`src/verilog/split_timer_pkg.sv`:
```
package split_timer_pkg;

  // Register addresses on the special-function-register bus
  localparam logic [7:0] ADDR_TIMER_CONTROL = 8'h91;
  localparam logic [7:0] ADDR_RELOAD_LOW_BYTE = 8'h92;
  localparam logic [7:0] ADDR_RELOAD_HIGH_BYTE = 8'h93;
  localparam logic [7:0] ADDR_COUNT_LOW_BYTE = 8'h94;
  localparam logic [7:0] ADDR_COUNT_HIGH_BYTE = 8'h95;

  // Field positions inside timer_control
  localparam int BIT_HIGH_OVERFLOW_FLAG = 7;
  localparam int BIT_LOW_OVERFLOW_FLAG = 6;
  localparam int BIT_LOW_BYTE_IRQ_ENABLE = 5;
  localparam int BIT_LFO_CAPTURE_ENABLE = 4;
  localparam int BIT_SPLIT_MODE_SELECT = 3;
  localparam int BIT_RUN_CONTROL = 2;
  localparam int BIT_UNUSED = 1;
  localparam int BIT_EXTERNAL_SOURCE_SELECT = 0;

  // Writable bits of timer_control; bit 1 is tied low
  localparam logic [7:0] CONTROL_WRITE_MASK = 8'hFD;

  // Reset values
  localparam logic [7:0] RESET_TIMER_CONTROL = 8'h00;
  localparam logic [7:0] RESET_RELOAD_LOW_BYTE = 8'h00;
  localparam logic [7:0] RESET_RELOAD_HIGH_BYTE = 8'h00;
  localparam logic [7:0] RESET_COUNT_LOW_BYTE = 8'h00;
  localparam logic [7:0] RESET_COUNT_HIGH_BYTE = 8'h00;
  localparam logic [7:0] READ_UNMAPPED = 8'h00;

  // Count limits
  localparam logic [7:0] BYTE_MAX = 8'hFF;
  localparam logic [7:0] BYTE_ONE = 8'h01;

  // System clock prescaler divides by twelve
  localparam int PRESCALE_DIVIDE = 12;
  localparam logic [3:0] PRESCALE_LAST = 4'(PRESCALE_DIVIDE - 1);

  // Counting mode
  typedef enum logic {
    MODE_SIXTEEN_BIT = 1'b0,
    MODE_SPLIT = 1'b1
  } timer_mode_e;

endpackage

```
`src/verilog/sync_rise_detect.sv`:
```
`timescale 1ns/1ps
// Two-stage synchroniser with a registered one-cycle rising-edge pulse
module sync_rise_detect
  import split_timer_pkg::*;
(
  input wire logic i_clk,
  input wire logic i_srst,
  input wire logic i_ce,
  input wire logic i_async,
  output logic o_rise
);

  typedef struct packed {
    logic meta;
    logic sync;
    logic last;
    logic rise;
  } sync_state_s;

  sync_state_s state;
  sync_state_s next_state;

  // The meta stage feeds only the sync stage
  always_comb begin
    next_state = state;
    next_state.meta = i_async;
    next_state.sync = state.meta;
    next_state.last = state.sync;
    next_state.rise = state.sync & ~state.last;
  end

  // Frozen while the clock enable is low
  always_ff @(posedge i_clk) begin
    if (i_srst) begin
      state <= '0;
    end else if (i_ce) begin
      state <= next_state;
    end
  end

  assign o_rise = state.rise;

endmodule

```
`src/verilog/prescale_div12.sv`:
```
`timescale 1ns/1ps
// Free-running prescaler giving one tick every twelve system clocks
module prescale_div12
  import split_timer_pkg::*;
(
  input wire logic i_clk,
  input wire logic i_srst,
  input wire logic i_ce,
  output logic o_tick
);

  typedef struct packed {
    logic [3:0] phase;
    logic tick;
  } prescale_state_s;

  prescale_state_s state;
  prescale_state_s next_state;

  // Wrap the phase and flag the last one
  always_comb begin
    next_state = state;
    next_state.tick = (state.phase == PRESCALE_LAST);
    if (state.phase == PRESCALE_LAST) begin
      next_state.phase = '0;
    end else begin
      next_state.phase = state.phase + 4'h1;
    end
  end

  always_ff @(posedge i_clk) begin
    if (i_srst) begin
      state <= '0;
    end else if (i_ce) begin
      state <= next_state;
    end
  end

  assign o_tick = state.tick;

endmodule

```
`src/verilog/split_autoreload_timer.sv`:
```
`timescale 1ns/1ps
module split_autoreload_timer
  import split_timer_pkg::*;
(
  input wire logic i_clk,
  input wire logic i_srst,
  input wire logic i_ce,
  input wire logic [7:0] i_sfr_addr,
  input wire logic i_sfr_wr,
  input wire logic i_sfr_rd,
  input wire logic [7:0] i_sfr_wdata,
  input wire logic i_high_byte_clock_select,
  input wire logic i_low_byte_clock_select,
  input wire logic i_timer_irq_enable,
  input wire logic i_ext_clk_div8,
  input wire logic i_lfo_out,
  output logic [7:0] o_sfr_rdata,
  output logic o_irq_request,
  output logic o_high_overflow_flag,
  output logic o_low_overflow_flag
);

  // Every register of the timer in one word, so reset and freeze act together
  typedef struct packed {
    logic [7:0] timer_control;
    logic [7:0] reload_low_byte;
    logic [7:0] reload_high_byte;
    logic [7:0] count_low_byte;
    logic [7:0] count_high_byte;
    logic [7:0] rdata;
    logic irq;
  } timer_state_s;

  // The register itself, and its value for the coming edge
  timer_state_s state;
  timer_state_s next_state;

  // One-cycle enables from the prescaler and the two synchronisers
  logic div12_tick;
  logic ext_tick;
  logic lfo_rise;

  // Cycle enables for the two bytes
  // Nothing here is a clock; every byte runs on i_clk alone
  logic low_tick;
  logic high_tick;
  logic low_advance;
  logic high_advance;

  // Overflow and capture events of this cycle
  // These strobes last one cycle and are never stored as such
  logic low_wrap;
  logic high_wrap;
  logic full_wrap;
  logic capture_event;
  logic low_irq_event;
  logic high_irq_event;

  // Decoded control fields
  // Flags are not decoded here; they feed only the outputs and reads
  timer_mode_e mode;
  logic run;
  logic ext_select;
  logic low_irq_en;
  logic capture_en;

  // Register write strobes
  // Unmapped addresses raise no strobe, so such writes are ignored
  logic wr_control;
  logic wr_reload_low;
  logic wr_reload_high;
  logic wr_count_low;
  logic wr_count_high;

  // Next count values before software writes are applied
  // Kept apart so a same-cycle software write can override them
  logic [7:0] count_low_next;
  logic [7:0] count_high_next;
  logic [7:0] read_value;

  // System clock divided by twelve
  // Shared by both bytes, so split timers on the same source tick together
  // Its phase ignores writes, so the first tick after a start may come early
  prescale_div12 u_prescale (
    .i_clk(i_clk),
    .i_srst(i_srst),
    .i_ce(i_ce),
    .o_tick(div12_tick)
  );

  // external clock synchroniser
  // Input may be asynchronous; a pulse shorter than a cycle can be missed
  sync_rise_detect u_ext_sync (
    .i_clk(i_clk),
    .i_srst(i_srst),
    .i_ce(i_ce),
    .i_async(i_ext_clk_div8),
    .o_rise(ext_tick)
  );

  // Low-frequency oscillator edges for capture
  // Same latency as the external path, so a capture sees a settled count
  sync_rise_detect u_lfo_sync (
    .i_clk(i_clk),
    .i_srst(i_srst),
    .i_ce(i_ce),
    .i_async(i_lfo_out),
    .o_rise(lfo_rise)
  );

  // Control field decode
  // Taken from stored bits, so a control write acts from the next cycle
  always_comb begin
    mode = timer_mode_e'(state.timer_control[BIT_SPLIT_MODE_SELECT]);
    run = state.timer_control[BIT_RUN_CONTROL];
    ext_select = state.timer_control[BIT_EXTERNAL_SOURCE_SELECT];
    low_irq_en = state.timer_control[BIT_LOW_BYTE_IRQ_ENABLE];
    capture_en = state.timer_control[BIT_LFO_CAPTURE_ENABLE];
  end

  // Address decode of bus writes
  // A strobe held high repeats the write in every cycle
  always_comb begin
    wr_control = i_sfr_wr & (i_sfr_addr == ADDR_TIMER_CONTROL);
    wr_reload_low = i_sfr_wr & (i_sfr_addr == ADDR_RELOAD_LOW_BYTE);
    wr_reload_high = i_sfr_wr & (i_sfr_addr == ADDR_RELOAD_HIGH_BYTE);
    wr_count_low = i_sfr_wr & (i_sfr_addr == ADDR_COUNT_LOW_BYTE);
    wr_count_high = i_sfr_wr & (i_sfr_addr == ADDR_COUNT_HIGH_BYTE);
  end

  // per-byte clock selection as cycle enables
  // A select of one counts every system clock whatever the source bit says
  // No divided clock is made, which keeps the block in one clock domain
  always_comb begin
    if (i_high_byte_clock_select) begin
      high_tick = 1'b1;
    end else if (ext_select) begin
      high_tick = ext_tick;
    end else begin
      high_tick = div12_tick;
    end
    if (i_low_byte_clock_select) begin
      low_tick = 1'b1;
    end else if (ext_select) begin
      low_tick = ext_tick;
    end else begin
      low_tick = div12_tick;
    end
  end

  // Which bytes advance this cycle
  // Default arm is unreachable with a two-valued mode and simply holds
  always_comb begin
    case (mode)
      // run bit gates the whole 16-bit timer
      MODE_SIXTEEN_BIT: begin
        low_advance = run & low_tick;
        high_advance = 1'b0;
      end
      // low byte free-running, high byte gated
      MODE_SPLIT: begin
        low_advance = low_tick;
        high_advance = run & high_tick;
      end
      default: begin
        low_advance = 1'b0;
        high_advance = 1'b0;
      end
    endcase
  end

  // Wrap detection from the current count
  // Judged on the value before the edge, so a reload, its flag and the
  // interrupt pulse all land on the same edge
  always_comb begin
    low_wrap = low_advance & (state.count_low_byte == BYTE_MAX);
    full_wrap = (mode == MODE_SIXTEEN_BIT) & low_wrap & (state.count_high_byte == BYTE_MAX);
    high_wrap = full_wrap | (high_advance & (state.count_high_byte == BYTE_MAX));
    capture_event = capture_en & lfo_rise;
  end

  // Count arithmetic for both modes
  // In 16-bit mode the high byte moves only on a carry out of the low byte
  always_comb begin
    count_low_next = state.count_low_byte;
    count_high_next = state.count_high_byte;
    case (mode)
      MODE_SIXTEEN_BIT: begin
        if (full_wrap) begin
          // reload the full 16-bit pair on overflow
          count_low_next = state.reload_low_byte;
          count_high_next = state.reload_high_byte;
        end else if (low_wrap) begin
          // Carry from the low byte into the high byte
          // The low byte wraps to zero here; the reload applies only on full wrap
          count_low_next = 8'h00;
          count_high_next = state.count_high_byte + BYTE_ONE;
        end else if (low_advance) begin
          count_low_next = state.count_low_byte + BYTE_ONE;
        end
      end
      MODE_SPLIT: begin
        // independent 8-bit reloads
        // Each byte wraps and reloads on its own tick, never carrying
        if (low_wrap) begin
          count_low_next = state.reload_low_byte;
        end else if (low_advance) begin
          count_low_next = state.count_low_byte + BYTE_ONE;
        end
        if (high_advance && (state.count_high_byte == BYTE_MAX)) begin
          count_high_next = state.reload_high_byte;
        end else if (high_advance) begin
          count_high_next = state.count_high_byte + BYTE_ONE;
        end
      end
      default: begin
        count_low_next = state.count_low_byte;
        count_high_next = state.count_high_byte;
      end
    endcase
  end

  // Interrupt request events
  // Coinciding events give one pulse; software tells them apart by the
  // two overflow flags
  always_comb begin
    // every high-byte overflow requests an interrupt while i_timer_irq_enable is high
    high_irq_event = i_timer_irq_enable & high_wrap;
    // low-byte wraps request only with the low enable
    low_irq_event = i_timer_irq_enable & low_irq_en & low_wrap;
  end

  // Read multiplexer; reads have no side effects
  // Decoded from the address alone; the read strobe only loads the data register
  always_comb begin
    case (i_sfr_addr)
      // bit 1 is held at zero in storage
      ADDR_TIMER_CONTROL: read_value = state.timer_control;
      ADDR_RELOAD_LOW_BYTE: read_value = state.reload_low_byte;
      ADDR_RELOAD_HIGH_BYTE: read_value = state.reload_high_byte;
      ADDR_COUNT_LOW_BYTE: read_value = state.count_low_byte;
      ADDR_COUNT_HIGH_BYTE: read_value = state.count_high_byte;
      default: read_value = READ_UNMAPPED;
    endcase
  end

  // Next-state assembly
  always_comb begin
    next_state = state;

    // Later assignments in this block win, so the order below is the priority
    // Control register: software value, then hardware flag sets on top
    if (wr_control) begin
      // written value to bit 1 is dropped
      next_state.timer_control = i_sfr_wdata & CONTROL_WRITE_MASK;
    end
    // flags set by hardware or by a software write of one; a hardware set wins over a clear
    // Software may still write a flag to one, which sets it
    if (high_wrap) begin
      next_state.timer_control[BIT_HIGH_OVERFLOW_FLAG] = 1'b1;
    end
    if (low_wrap) begin
      next_state.timer_control[BIT_LOW_OVERFLOW_FLAG] = 1'b1;
    end

    // Reload registers; a capture beats a same-cycle software write
    // The capture is the newer information, so the software byte is lost
    if (wr_reload_low) begin
      next_state.reload_low_byte = i_sfr_wdata;
    end
    if (wr_reload_high) begin
      next_state.reload_high_byte = i_sfr_wdata;
    end
    if (capture_event) begin
      // snapshot the current count into the reload pair
      next_state.reload_low_byte = state.count_low_byte;
      next_state.reload_high_byte = state.count_high_byte;
    end

    // Counts; a software write overrides the advance of that byte
    // A write in a wrap cycle keeps the written value, but the flag still sets
    next_state.count_low_byte = count_low_next;
    next_state.count_high_byte = count_high_next;
    if (wr_count_low) begin
      next_state.count_low_byte = i_sfr_wdata;
    end
    if (wr_count_high) begin
      next_state.count_high_byte = i_sfr_wdata;
    end

    // Read data is registered and holds between reads
    // A slow master may therefore sample it several cycles late
    if (i_sfr_rd) begin
      next_state.rdata = read_value;
    end

    // capture also requests an interrupt
    // Capture sets no flag, so software sees it only as this pulse
    next_state.irq = high_irq_event | low_irq_event | (i_timer_irq_enable & capture_event);
  end

  // State register, frozen while the clock enable is low
  // Reset acts even while the clock enable is low
  always_ff @(posedge i_clk) begin
    if (i_srst) begin
      state.timer_control <= RESET_TIMER_CONTROL;
      state.reload_low_byte <= RESET_RELOAD_LOW_BYTE;
      state.reload_high_byte <= RESET_RELOAD_HIGH_BYTE;
      state.count_low_byte <= RESET_COUNT_LOW_BYTE;
      state.count_high_byte <= RESET_COUNT_HIGH_BYTE;
      state.rdata <= READ_UNMAPPED;
      state.irq <= 1'b0;
    end else if (i_ce) begin
      state <= next_state;
    end
  end

  // Outputs straight from the state register
  // The flags are the control bits themselves, with no extra stage
  assign o_sfr_rdata = state.rdata;
  assign o_irq_request = state.irq;
  assign o_high_overflow_flag = state.timer_control[BIT_HIGH_OVERFLOW_FLAG];
  assign o_low_overflow_flag = state.timer_control[BIT_LOW_OVERFLOW_FLAG];

endmodule

```
`config.mk`:
```
export PLATFORM = sky130hd
export DESIGN_NAME = split_autoreload_timer
export DESIGN_NICKNAME = d
export VERILOG_FILES = /design/src/verilog/split_timer_pkg.sv /design/src/verilog/sync_rise_detect.sv /design/src/verilog/prescale_div12.sv /design/src/verilog/split_autoreload_timer.sv
export SDC_FILE = /design/constraint.sdc
export NUM_CORES = 1
export LEC_CHECK = 0
export CORE_MARGIN = 2
export CORE_UTILIZATION = 45
export DETAILED_ROUTE_END_ITERATION = 10
export DONT_BUFFER_PORTS = 1
export HOLD_SLACK_MARGIN = 0.1
export PLACE_DENSITY = 0.72
export SYNTH_ARGS = -nofsm -noshare
export SYNTH_HDL_FRONTEND = slang
export SYNTH_HIERARCHICAL = 1
export SYNTH_SLANG_ARGS = --single-unit
```
`constraint.sdc`:
```
create_clock -name i_clk -period 5.4 [get_ports i_clk]
set_input_delay 0.27 -clock i_clk [delete_from_list [all_inputs] [get_ports i_clk]]
set_output_delay 0.27 -clock i_clk [all_outputs]
set_load 0.02 [all_outputs]
```
==> impl_metrics.toml, run 1 <==
[status]
status = "complete, no violations"

[detailed_routing]
via_per_inst = 6.71
vias = 3448
antenna_left = 0
drc = 0
dr.pass1.iters = 4
drt_iter0_markers = 410
wl_mm = 10.9
avgRoutedWirePerCell_um = 21.2

[floorplan]
die_w_um = 93.3
coreArea_um2 = 7730
row_count = 32
die_h_um = 93.3
io_pins = 37
initial_utilization = 0.465
die_area_um2 = 8710

[yosys]
async_flop_share = 0
postSynthAreaPerCell_um2 = 8.45
synth_area_leaders = "dfxtp_1, mux2i_1, a21oi_1, a221oi_1, nor2_1"
synth.mux.area_fraction = 0.0840
synth_top_family_by_area = "compound AO/OA/AOI/OAI gates"
syn_area_um2 = 3590
synth_top_cell_by_area = "dfxtp_1"
synth_fa_ha_area_frac = 0.0105
ys_seq_area_frac = 0.340
synth-simple-area-share = 0.160
ys.flop_type = "dfxtp_1"
synth_nets = 454
synth.distinct_cells = 66
synthCells = 425
synth-seq-cells = 61
yosys_warnings = 6
synth-compound-area-share = 0.299
synthXorXnorAreaFrac = 0.0195
synth.top_cell.area_share = 0.340
synth_edf_count = 0

[cts]
clk_path_buf_depth = 2
tritoncts = "yes"
cts_max_level = 3
postCtsSetupRepairBufs = 0
cts_hold_buf = 13
numCtsBuffers = 9
root_buffer = "clkbuf_8"
clk_pin_slew_ps = 70
cts_sinks = 61
clk_latency_ps = 350
cts_resized = 0

[grt]
grt_pass1_vias = 3113
antenna_found_initial = 0
globalRouteOverflowTotal = 0
grt_pass1_wl_mm = 17.2
grt_max_degree = 55
grt_usage = 0.258

[worst_setup_path]
cp-start-kind = "flop"
crit_required_ps = 5660
arrival_ps = 2730
slowest_stage = "o31ai_2"
max_stage_delay_ps = 920
crit_fanout = 12
critPathTopFamily = "compound AO/OA/AOI/OAI gates"
crit_buf_inv = 0
criticalPathCategory = "flop to flop"
end_kind = "flop"
path_cells = "mux2_2 > o211a_1 > o31ai_2 > nand3_1 > o41ai_2"

[timing]
fin_crit_sh = 0.458
finalHoldViolCount = 0
finalSetupTns_ps = 0
timing.slew.headroom = 0.294
slew_violations = 0
fin_ws_ps = 2930
rsz0062_at_grt = "false"
setup_viol = 0
worst_pin_slew_ps = 1050
finClkSkew_ps = 9.32
fin_crit_ps = 2470
max_freq_ghz = 0.404

[pwr]
ir_worst_vdd_mv = 0.198
p_leak_nw = 1.36
p_per_area_nw_per_um2 = 256

[placed_design]
finalWeightedCongestion = 0.930
io_buffers = 0
dp_cells = 485
place_hpwl_mm = 7.08
pre_cts_ws_ps = 3020

[final_layout]
drive_above_1_share = 0.0995
antenna_cells = 0
layoutNonFillerInstCount = 514
nets = 436
area_growth_syn_to_layout_pct = 7.91

[worst_hold_path]
hp-class = "input pin to flop"

[flow_run]
maxCapViolations = 0
[power by group]
part	switching (mW)	internal, mW
clock	0.183	0.284
combinational	0.0309	0.0247
sequential	0.0116	0.458
total	0.225	0.766
[worst register-to-register path: stages (launching register included)]
cell	delay [ps]
dfxtp_1	400
mux2_2	380
o211a_1	290
o31ai_2	920
nand3_1	280
o41ai_2	100
[sequential cells by signal (all words and copies together) (netlist names)]
name	count
state	32
o_sfr_rdata	8
u_prescale/state	4
u_ext_sync/next_state	2
u_lfo_sync/next_state	2
capture_en	1
ext_select	1
low_irq_en	1
mode	1
o_high_overflow_flag	1
o_irq_request	1
o_low_overflow_flag	1
run	1
u_ext_sync/o_rise	1
u_ext_sync/state	1
u_lfo_sync/o_rise	1
u_lfo_sync/state	1
u_prescale/o_tick	1
[Yosys cell counts (3+ instances only)]
| cell type | n |
|---|---|
| inv_1 | 23 |
| buf_2 | 3 |
| buf_4 | 9 |
| o31ai_1 | 3 |
| a211oi_1 | 16 |
| o41ai_2 | 3 |
| o21ai_0 | 18 |
| a22oi_1 | 7 |
| o211ai_1 | 7 |
| nor3_1 | 5 |
| o32ai_1 | 4 |
| clkbuf_2 | 5 |
| o22ai_1 | 18 |
| nand4_1 | 4 |
| nor2b_1 | 3 |
| nand3b_1 | 4 |
| nand2_1 | 21 |
| xnor2_1 | 5 |
| and3_1 | 3 |
| nand2b_1 | 5 |
| dfxtp_1 | 61 |
| nor2_1 | 34 |
| a221oi_1 | 15 |
| a31oi_1 | 3 |
| mux2i_1 | 20 |
| clkbuf_1 | 21 |
| ha_1 | 3 |
| nand3_1 | 17 |
| mux2_2 | 9 |
| xor2_1 | 3 |
| a21oi_1 | 28 |
[final timing paths]
kind	slack, ps	start	end	cells past startpoint
worst min-delay path	120	i_ce	state[10]	2
worst min register to register	490	u_lfo_sync/state[1]	u_lfo_sync/state[1]	2
worst max register to register	2930	ext_select	state[11]	5
worst max-delay path	2930	ext_select	state[11]	5
[cells in the final DEF, fill, tap and decap left out, types with 5 or more instances in the layout]
cell type,n
a211oi_1,16
a21oi_1,28
a221oi_1,15
a22oi_1,7
clkbuf_8,11
dfxtp_1,61
dlygate4sd3_1,11
inv_1,23
mux2_2,9
mux2i_1,20
nand2_1,21
nand2b_1,5
nand3_1,17
nor2_1,34
nor3_1,5
o211ai_1,7
o21ai_0,18
o22ai_1,18
xnor2_1,5
[routing by layer]
| metal | track usage | share of wire | vias to the layer above |
|---|---|---|---|
| li1 | - | - | 1560 |
| met1 | 0.347 | 0.42 | 1643 |
| met2 | 0.378 | 0.44 | 201 |
| met3 | 0.0637 | 0.092 | 44 |
| met4 | 0.141 | 0.049 | 0 |
| met5 | 0 | 0 | - |
[layout make-up]
cell class | instances | area, um2
fillers | 705 | 3850
multi-input cells | 299 | 2060
flip-flops and latches | 61 | 1220
repair buffers | 13 | 158
clock buffers | 12 | 155
well taps | 102 | 128
inverters | 23 | 86.3
clock inverters | 4 | 70.1
[stage by stage]
step | hold WS [ps] | util | instance area, um2 | total power [mW]
after floorplan | 332 | - | 3590 | 0.525
after global placement | 339 | 0.452 | 3490 | 0.511
after detailed placement | 340 | 0.452 | 3490 | 0.512
after CTS | 101 | 0.501 | 3870 | 0.999
after global routing | 121 | 0.501 | 3870 | 1.02
final | 116 | 0.501 | 3870 | 0.991
[cells by family after synthesis]
logic type,Yosys count
multiplexers,29
XOR/XNOR,8
AND/OR/NAND/NOR,112
buffers and inverters,65
AO/OA/AOI/OAI,147
adder cells (fa/ha/maj),3
flip-flops,61
Power figures use the tool's default switching activity.
==> run 2: changes to the inputs <==
==> constraint.sdc (replaced) <==
create_clock -name i_clk -period 2.5 [get_ports i_clk]
set_input_delay 0.125 -clock i_clk [delete_from_list [all_inputs] [get_ports i_clk]]
set_output_delay 0.125 -clock i_clk [all_outputs]
set_load 0.02 [all_outputs]
==> impl_metrics.toml, run 2 (synthesis gave the netlist of run 1 again) <==
[grt]
grt_usage = 0.267
grt_pass1_wl_mm = 17.7
grt_max_degree = 58
grt_pass1_vias = 3356
globalRouteOverflowTotal = 0
antenna_found_initial = 0

[worst_hold_path]
hold_depth = 2
hold-path-endpoint = "u_lfo_sync/o_rise"
worstHoldStart = "i_srst"
hp-class = "input pin to flop"

[floorplan]
io_pins = 37
die_area_um2 = 8710
initial_utilization = 0.465
die_h_um = 93.3
die_w_um = 93.3
row_count = 32
coreArea_um2 = 7730

[timing]
slew_violations = 0
fin_crit_ps = 2250
fin_crit_sh = 0.901
timing.slew.headroom = 0.500
max_freq_ghz = 0.444
setup_viol = 0
finClkSkew_ps = 10.7
finalSetupTns_ps = 0
worst_pin_slew_ps = 746
fin_ws_ps = 248
finalHoldViolCount = 0
rsz0062_at_grt = "false"

[placed_design]
finalWeightedCongestion = 0.926
place_hpwl_mm = 7.48
io_buffers = 0
pre_cts_ws_ps = 339

[detailed_routing]
drt_iter0_markers = 469
via_per_inst = 6.62
wl_mm = 11.2
antenna_left = 0
vias = 3493
avgRoutedWirePerCell_um = 21.2
drc = 0
dr.pass1.iters = 5

[worst_setup_path]
crit_required_ps = 2730
r2r_end = "o_irq_request"
cp-start-kind = "flop"
end_kind = "flop"
r2r-start = "ext_select"
criticalPathCategory = "flop to flop"
crit_fanout = 10
arrival_ps = 2480
r2r_cells = 5
r2r_setup_slack_ps = 250

[cts]
cts_hold_buf = 16
numCtsBuffers = 9
cts_resized = 0
clk_latency_ps = 360
cts_max_level = 3
cts_sinks = 61
clk_path_buf_depth = 2
tritoncts = "yes"
postCtsSetupRepairBufs = 0
root_buffer = "clkbuf_8"
clk_pin_slew_ps = 70

[status]
status = "complete, no violations"

[final_layout]
drive_above_1_share = 0.124
largest-register = "state"
largest_reg_flops = 32
final_cell_mix = "dfxtp_1, nor2_1, a21oi_1"
area_growth_syn_to_layout_pct = 10.3
final_common_cell = "dfxtp_1"
nets = 452
antenna_cells = 0

[pwr]
p_per_area_nw_per_um2 = 504
p_leak_nw = 1.42
ir_worst_vdd_mv = 0.300

[flow_run]
maxCapViolations = 0
[run 2: power breakdown]
part,switching (mW),internal (mW)
logic,0.0881,0.0588
clock network,0.381,0.455
registers,0.0232,0.989
total,0.492,1.50
[run 2: area by class of cell]
cell class	count	area [um2]
fill	721	3770
multi-input combinational	299	2060
sequential	61	1220
timing repair buffer	29	285
clock buffer	13	179
tap	102	128
inverter	23	86.3
clock inverter	1	5.00
[run 2: worst max path at each step]
stage / from / end / depth (start not counted)
6_report: ext_select / o_irq_request / 5
4_1_cts: ext_select / o_irq_request / 5
3_3_place_gp: ext_select / o_irq_request / 5
5_1_grt: state[9] / state[9] / 6
3_5_place_dp: ext_select / o_irq_request / 5
2_1_floorplan: state[9] / state[9] / 7
[run 2: worst max-delay path: stages (launching register included)]
cell and delay [ps]:
dfxtp_1 410, mux2_2 380, o211a_1 300, o21a_1 390
a311oi_1 510, o31ai_1 140
[run 2: metrics by stage]
| step | power [mW] | instances | hold slack (ps) | instance area (um2) | utilization |
|---|---|---|---|---|---|
| global placement | 1.11 | 498 | 193 | 3590 | 0.464 |
| detailed placement | 1.11 | 498 | 197 | 3590 | 0.464 |
| floorplan | 1.13 | 425 | 187 | 3590 | - |
| CTS | 2.01 | 528 | 101 | 3960 | 0.512 |
| finish | 2.00 | 528 | 104 | 3960 | 0.512 |
| global route | 2.06 | 528 | 122 | 3960 | 0.512 |
[run 2: routing by layer]
metal  up-vias  routed length (um)  share of wire  track usage
met5         -                   0              0            0
met4         0                 471          0.042        0.127
met3        40                 952          0.085       0.0556
met1      1651                4760           0.42        0.348
met2       217                5020           0.45        0.419
li1       1585                   -              -            -
==> run 3: changes to the inputs <==
--- a/config.mk
+++ b/config.mk
@@ -5,12 +5,14 @@
 export SDC_FILE = /design/constraint.sdc
 export NUM_CORES = 1
 export LEC_CHECK = 0
+export CELL_PAD_IN_SITES_DETAIL_PLACEMENT = 2
+export CELL_PAD_IN_SITES_GLOBAL_PLACEMENT = 2
 export CORE_MARGIN = 2
-export CORE_UTILIZATION = 45
+export CORE_UTILIZATION = 28
 export DETAILED_ROUTE_END_ITERATION = 10
 export DONT_BUFFER_PORTS = 1
 export HOLD_SLACK_MARGIN = 0.1
-export PLACE_DENSITY = 0.72
+export PLACE_DENSITY = 0.73
 export SYNTH_ARGS = -nofsm -noshare
 export SYNTH_HDL_FRONTEND = slang
 export SYNTH_HIERARCHICAL = 1
==> impl_metrics.toml, run 3 (synthesis gave the netlist of run 1 again) <==
[cts]
clk_latency_ps = 330
clk_path_buf_depth = 2
cts_max_level = 3
clk_pin_slew_ps = 50
cts_resized = 0
postCtsSetupRepairBufs = 0
cts_sinks = 61
numCtsBuffers = 9
tritoncts = "yes"
root_buffer = "clkbuf_16"

[floorplan]
die_area_um2 = 13700
die_h_um = 117
io_pins = 37
die_w_um = 117
coreArea_um2 = 12600
row_count = 41
initial_utilization = 0.286

[detailed_routing]
vias = 3514
via_per_inst = 5.84
drt_iter0_markers = 320
drc = 0
antenna_left = 0
dr.pass1.iters = 4
wl_mm = 14.6
avgRoutedWirePerCell_um = 24.3

[pwr]
ir_worst_vdd_mv = 0.470
power_mw = 2.36
p_per_area_nw_per_um2 = 566
p_leak_nw = 1.49

[final_layout]
largest_reg_flops = 32
area_growth_syn_to_layout_pct = 16.3
antenna_cells = 0
drive_above_1_share = 0.135
nets = 456
post-route-util = 0.332
final_common_cell = "dfxtp_1"
largest-register = "state"
stdcell_area_um2 = 4180
final_cell_mix = "dfxtp_1, nor2_1, a21oi_1"

[timing]
fin_crit_ps = 2370
timing.slew.headroom = 0.386
worst_pin_slew_ps = 915
rsz0062_at_grt = "false"
slew_violations = 0
max_freq_ghz = 0.422
finalSetupTns_ps = 0
finClkSkew_ps = 10.4
fin_crit_sh = 0.947
finalHoldWorstSlack_ps = 124
setup_viol = 0
finalHoldViolCount = 0

[grt]
grt_pass1_vias = 3728
grt_pass1_wl_mm = 22.3
grt_usage = 0.221
globalRouteOverflowTotal = 0
busiest_layer = "met2"
met2_usage = 0.369
grt_max_degree = 57
antenna_found_initial = 0
met1_usage = 0.279
grtUsageMet3 = 0.0541

[worst_setup_path]
crit_fanout = 7
criticalPathCategory = "flop to flop"
cp-start-kind = "flop"
crit_required_ps = 2700
arrival_ps = 2560
end_kind = "flop"
r2r_cells = 6

[flow_run]
maxCapViolations = 0

[placed_design]
finalWeightedCongestion = 0.844
post_dp_cell_area_um2 = 3710
place_hpwl_mm = 9.82
io_buffers = 0

[worst_hold_path]
hold_depth = 3
hp-class = "input pin to flop"

[status]
status = "complete, no violations"
[run 3: final cells by class]
| type | instances | area, um2 |
|---|---|---|
| fillers | 1437 | 8390 |
| multi-input cells | 299 | 2060 |
| inverters | 23 | 86.3 |
| well taps | 172 | 215 |
| clock buffers | 13 | 280 |
| clock inverters | 1 | 5.00 |
| repair buffers | 33 | 313 |
| flip-flops and latches | 61 | 1220 |
[run 3: path summary, 6_finish.rpt]
kind                              end  slack, ps           startpoint
setup / recovery        o_irq_request        130           ext_select
hold / removal         o_sfr_rdata[2]        120        i_sfr_addr[3]
setup reg to reg        o_irq_request        130           ext_select
hold reg to reg   u_ext_sync/state[1]        500  u_ext_sync/state[1]
[run 3: what timing repair did]
item                                   CTS  global route
hold buffers                            15             0
endpoints found under the hold margin   60             0
setup endpoints to repair                0             0
[run 3: layer usage]
metal | wire length, um | part of all wire | vias to the layer above
met5 | 0 | 0 | -
met4 | 351 | 0.024 | 0
met3 | 954 | 0.065 | 29
met2 | 7000 | 0.48 | 121
met1 | 6320 | 0.43 | 1770
li1 | - | - | 1594
[run 3: stage by stage]
step / std cells / setup slack (ps)
floorplan: 425 / 589
global placement: 573 / 240
detailed placement: 573 / 181
CTS: 602 / 167
global route: 602 / 28.8
finish: 602 / 133
[run 3: where the power goes]
group	total [mW]	internal, mW	switching (mW)
clock	1.20	0.765	0.431
sequential	1.01	0.990	0.0209
combinational	0.155	0.0589	0.0960
total	2.36	1.81	0.547
[run 3: worst max-delay path, stage by stage, from the launching register on]
cell and delay [ps]:
dfxtp_1 400, mux2_2 390, o211a_1 320, o21a_1 320, buf_4 200, a311oi_1 470, o31ai_1 130
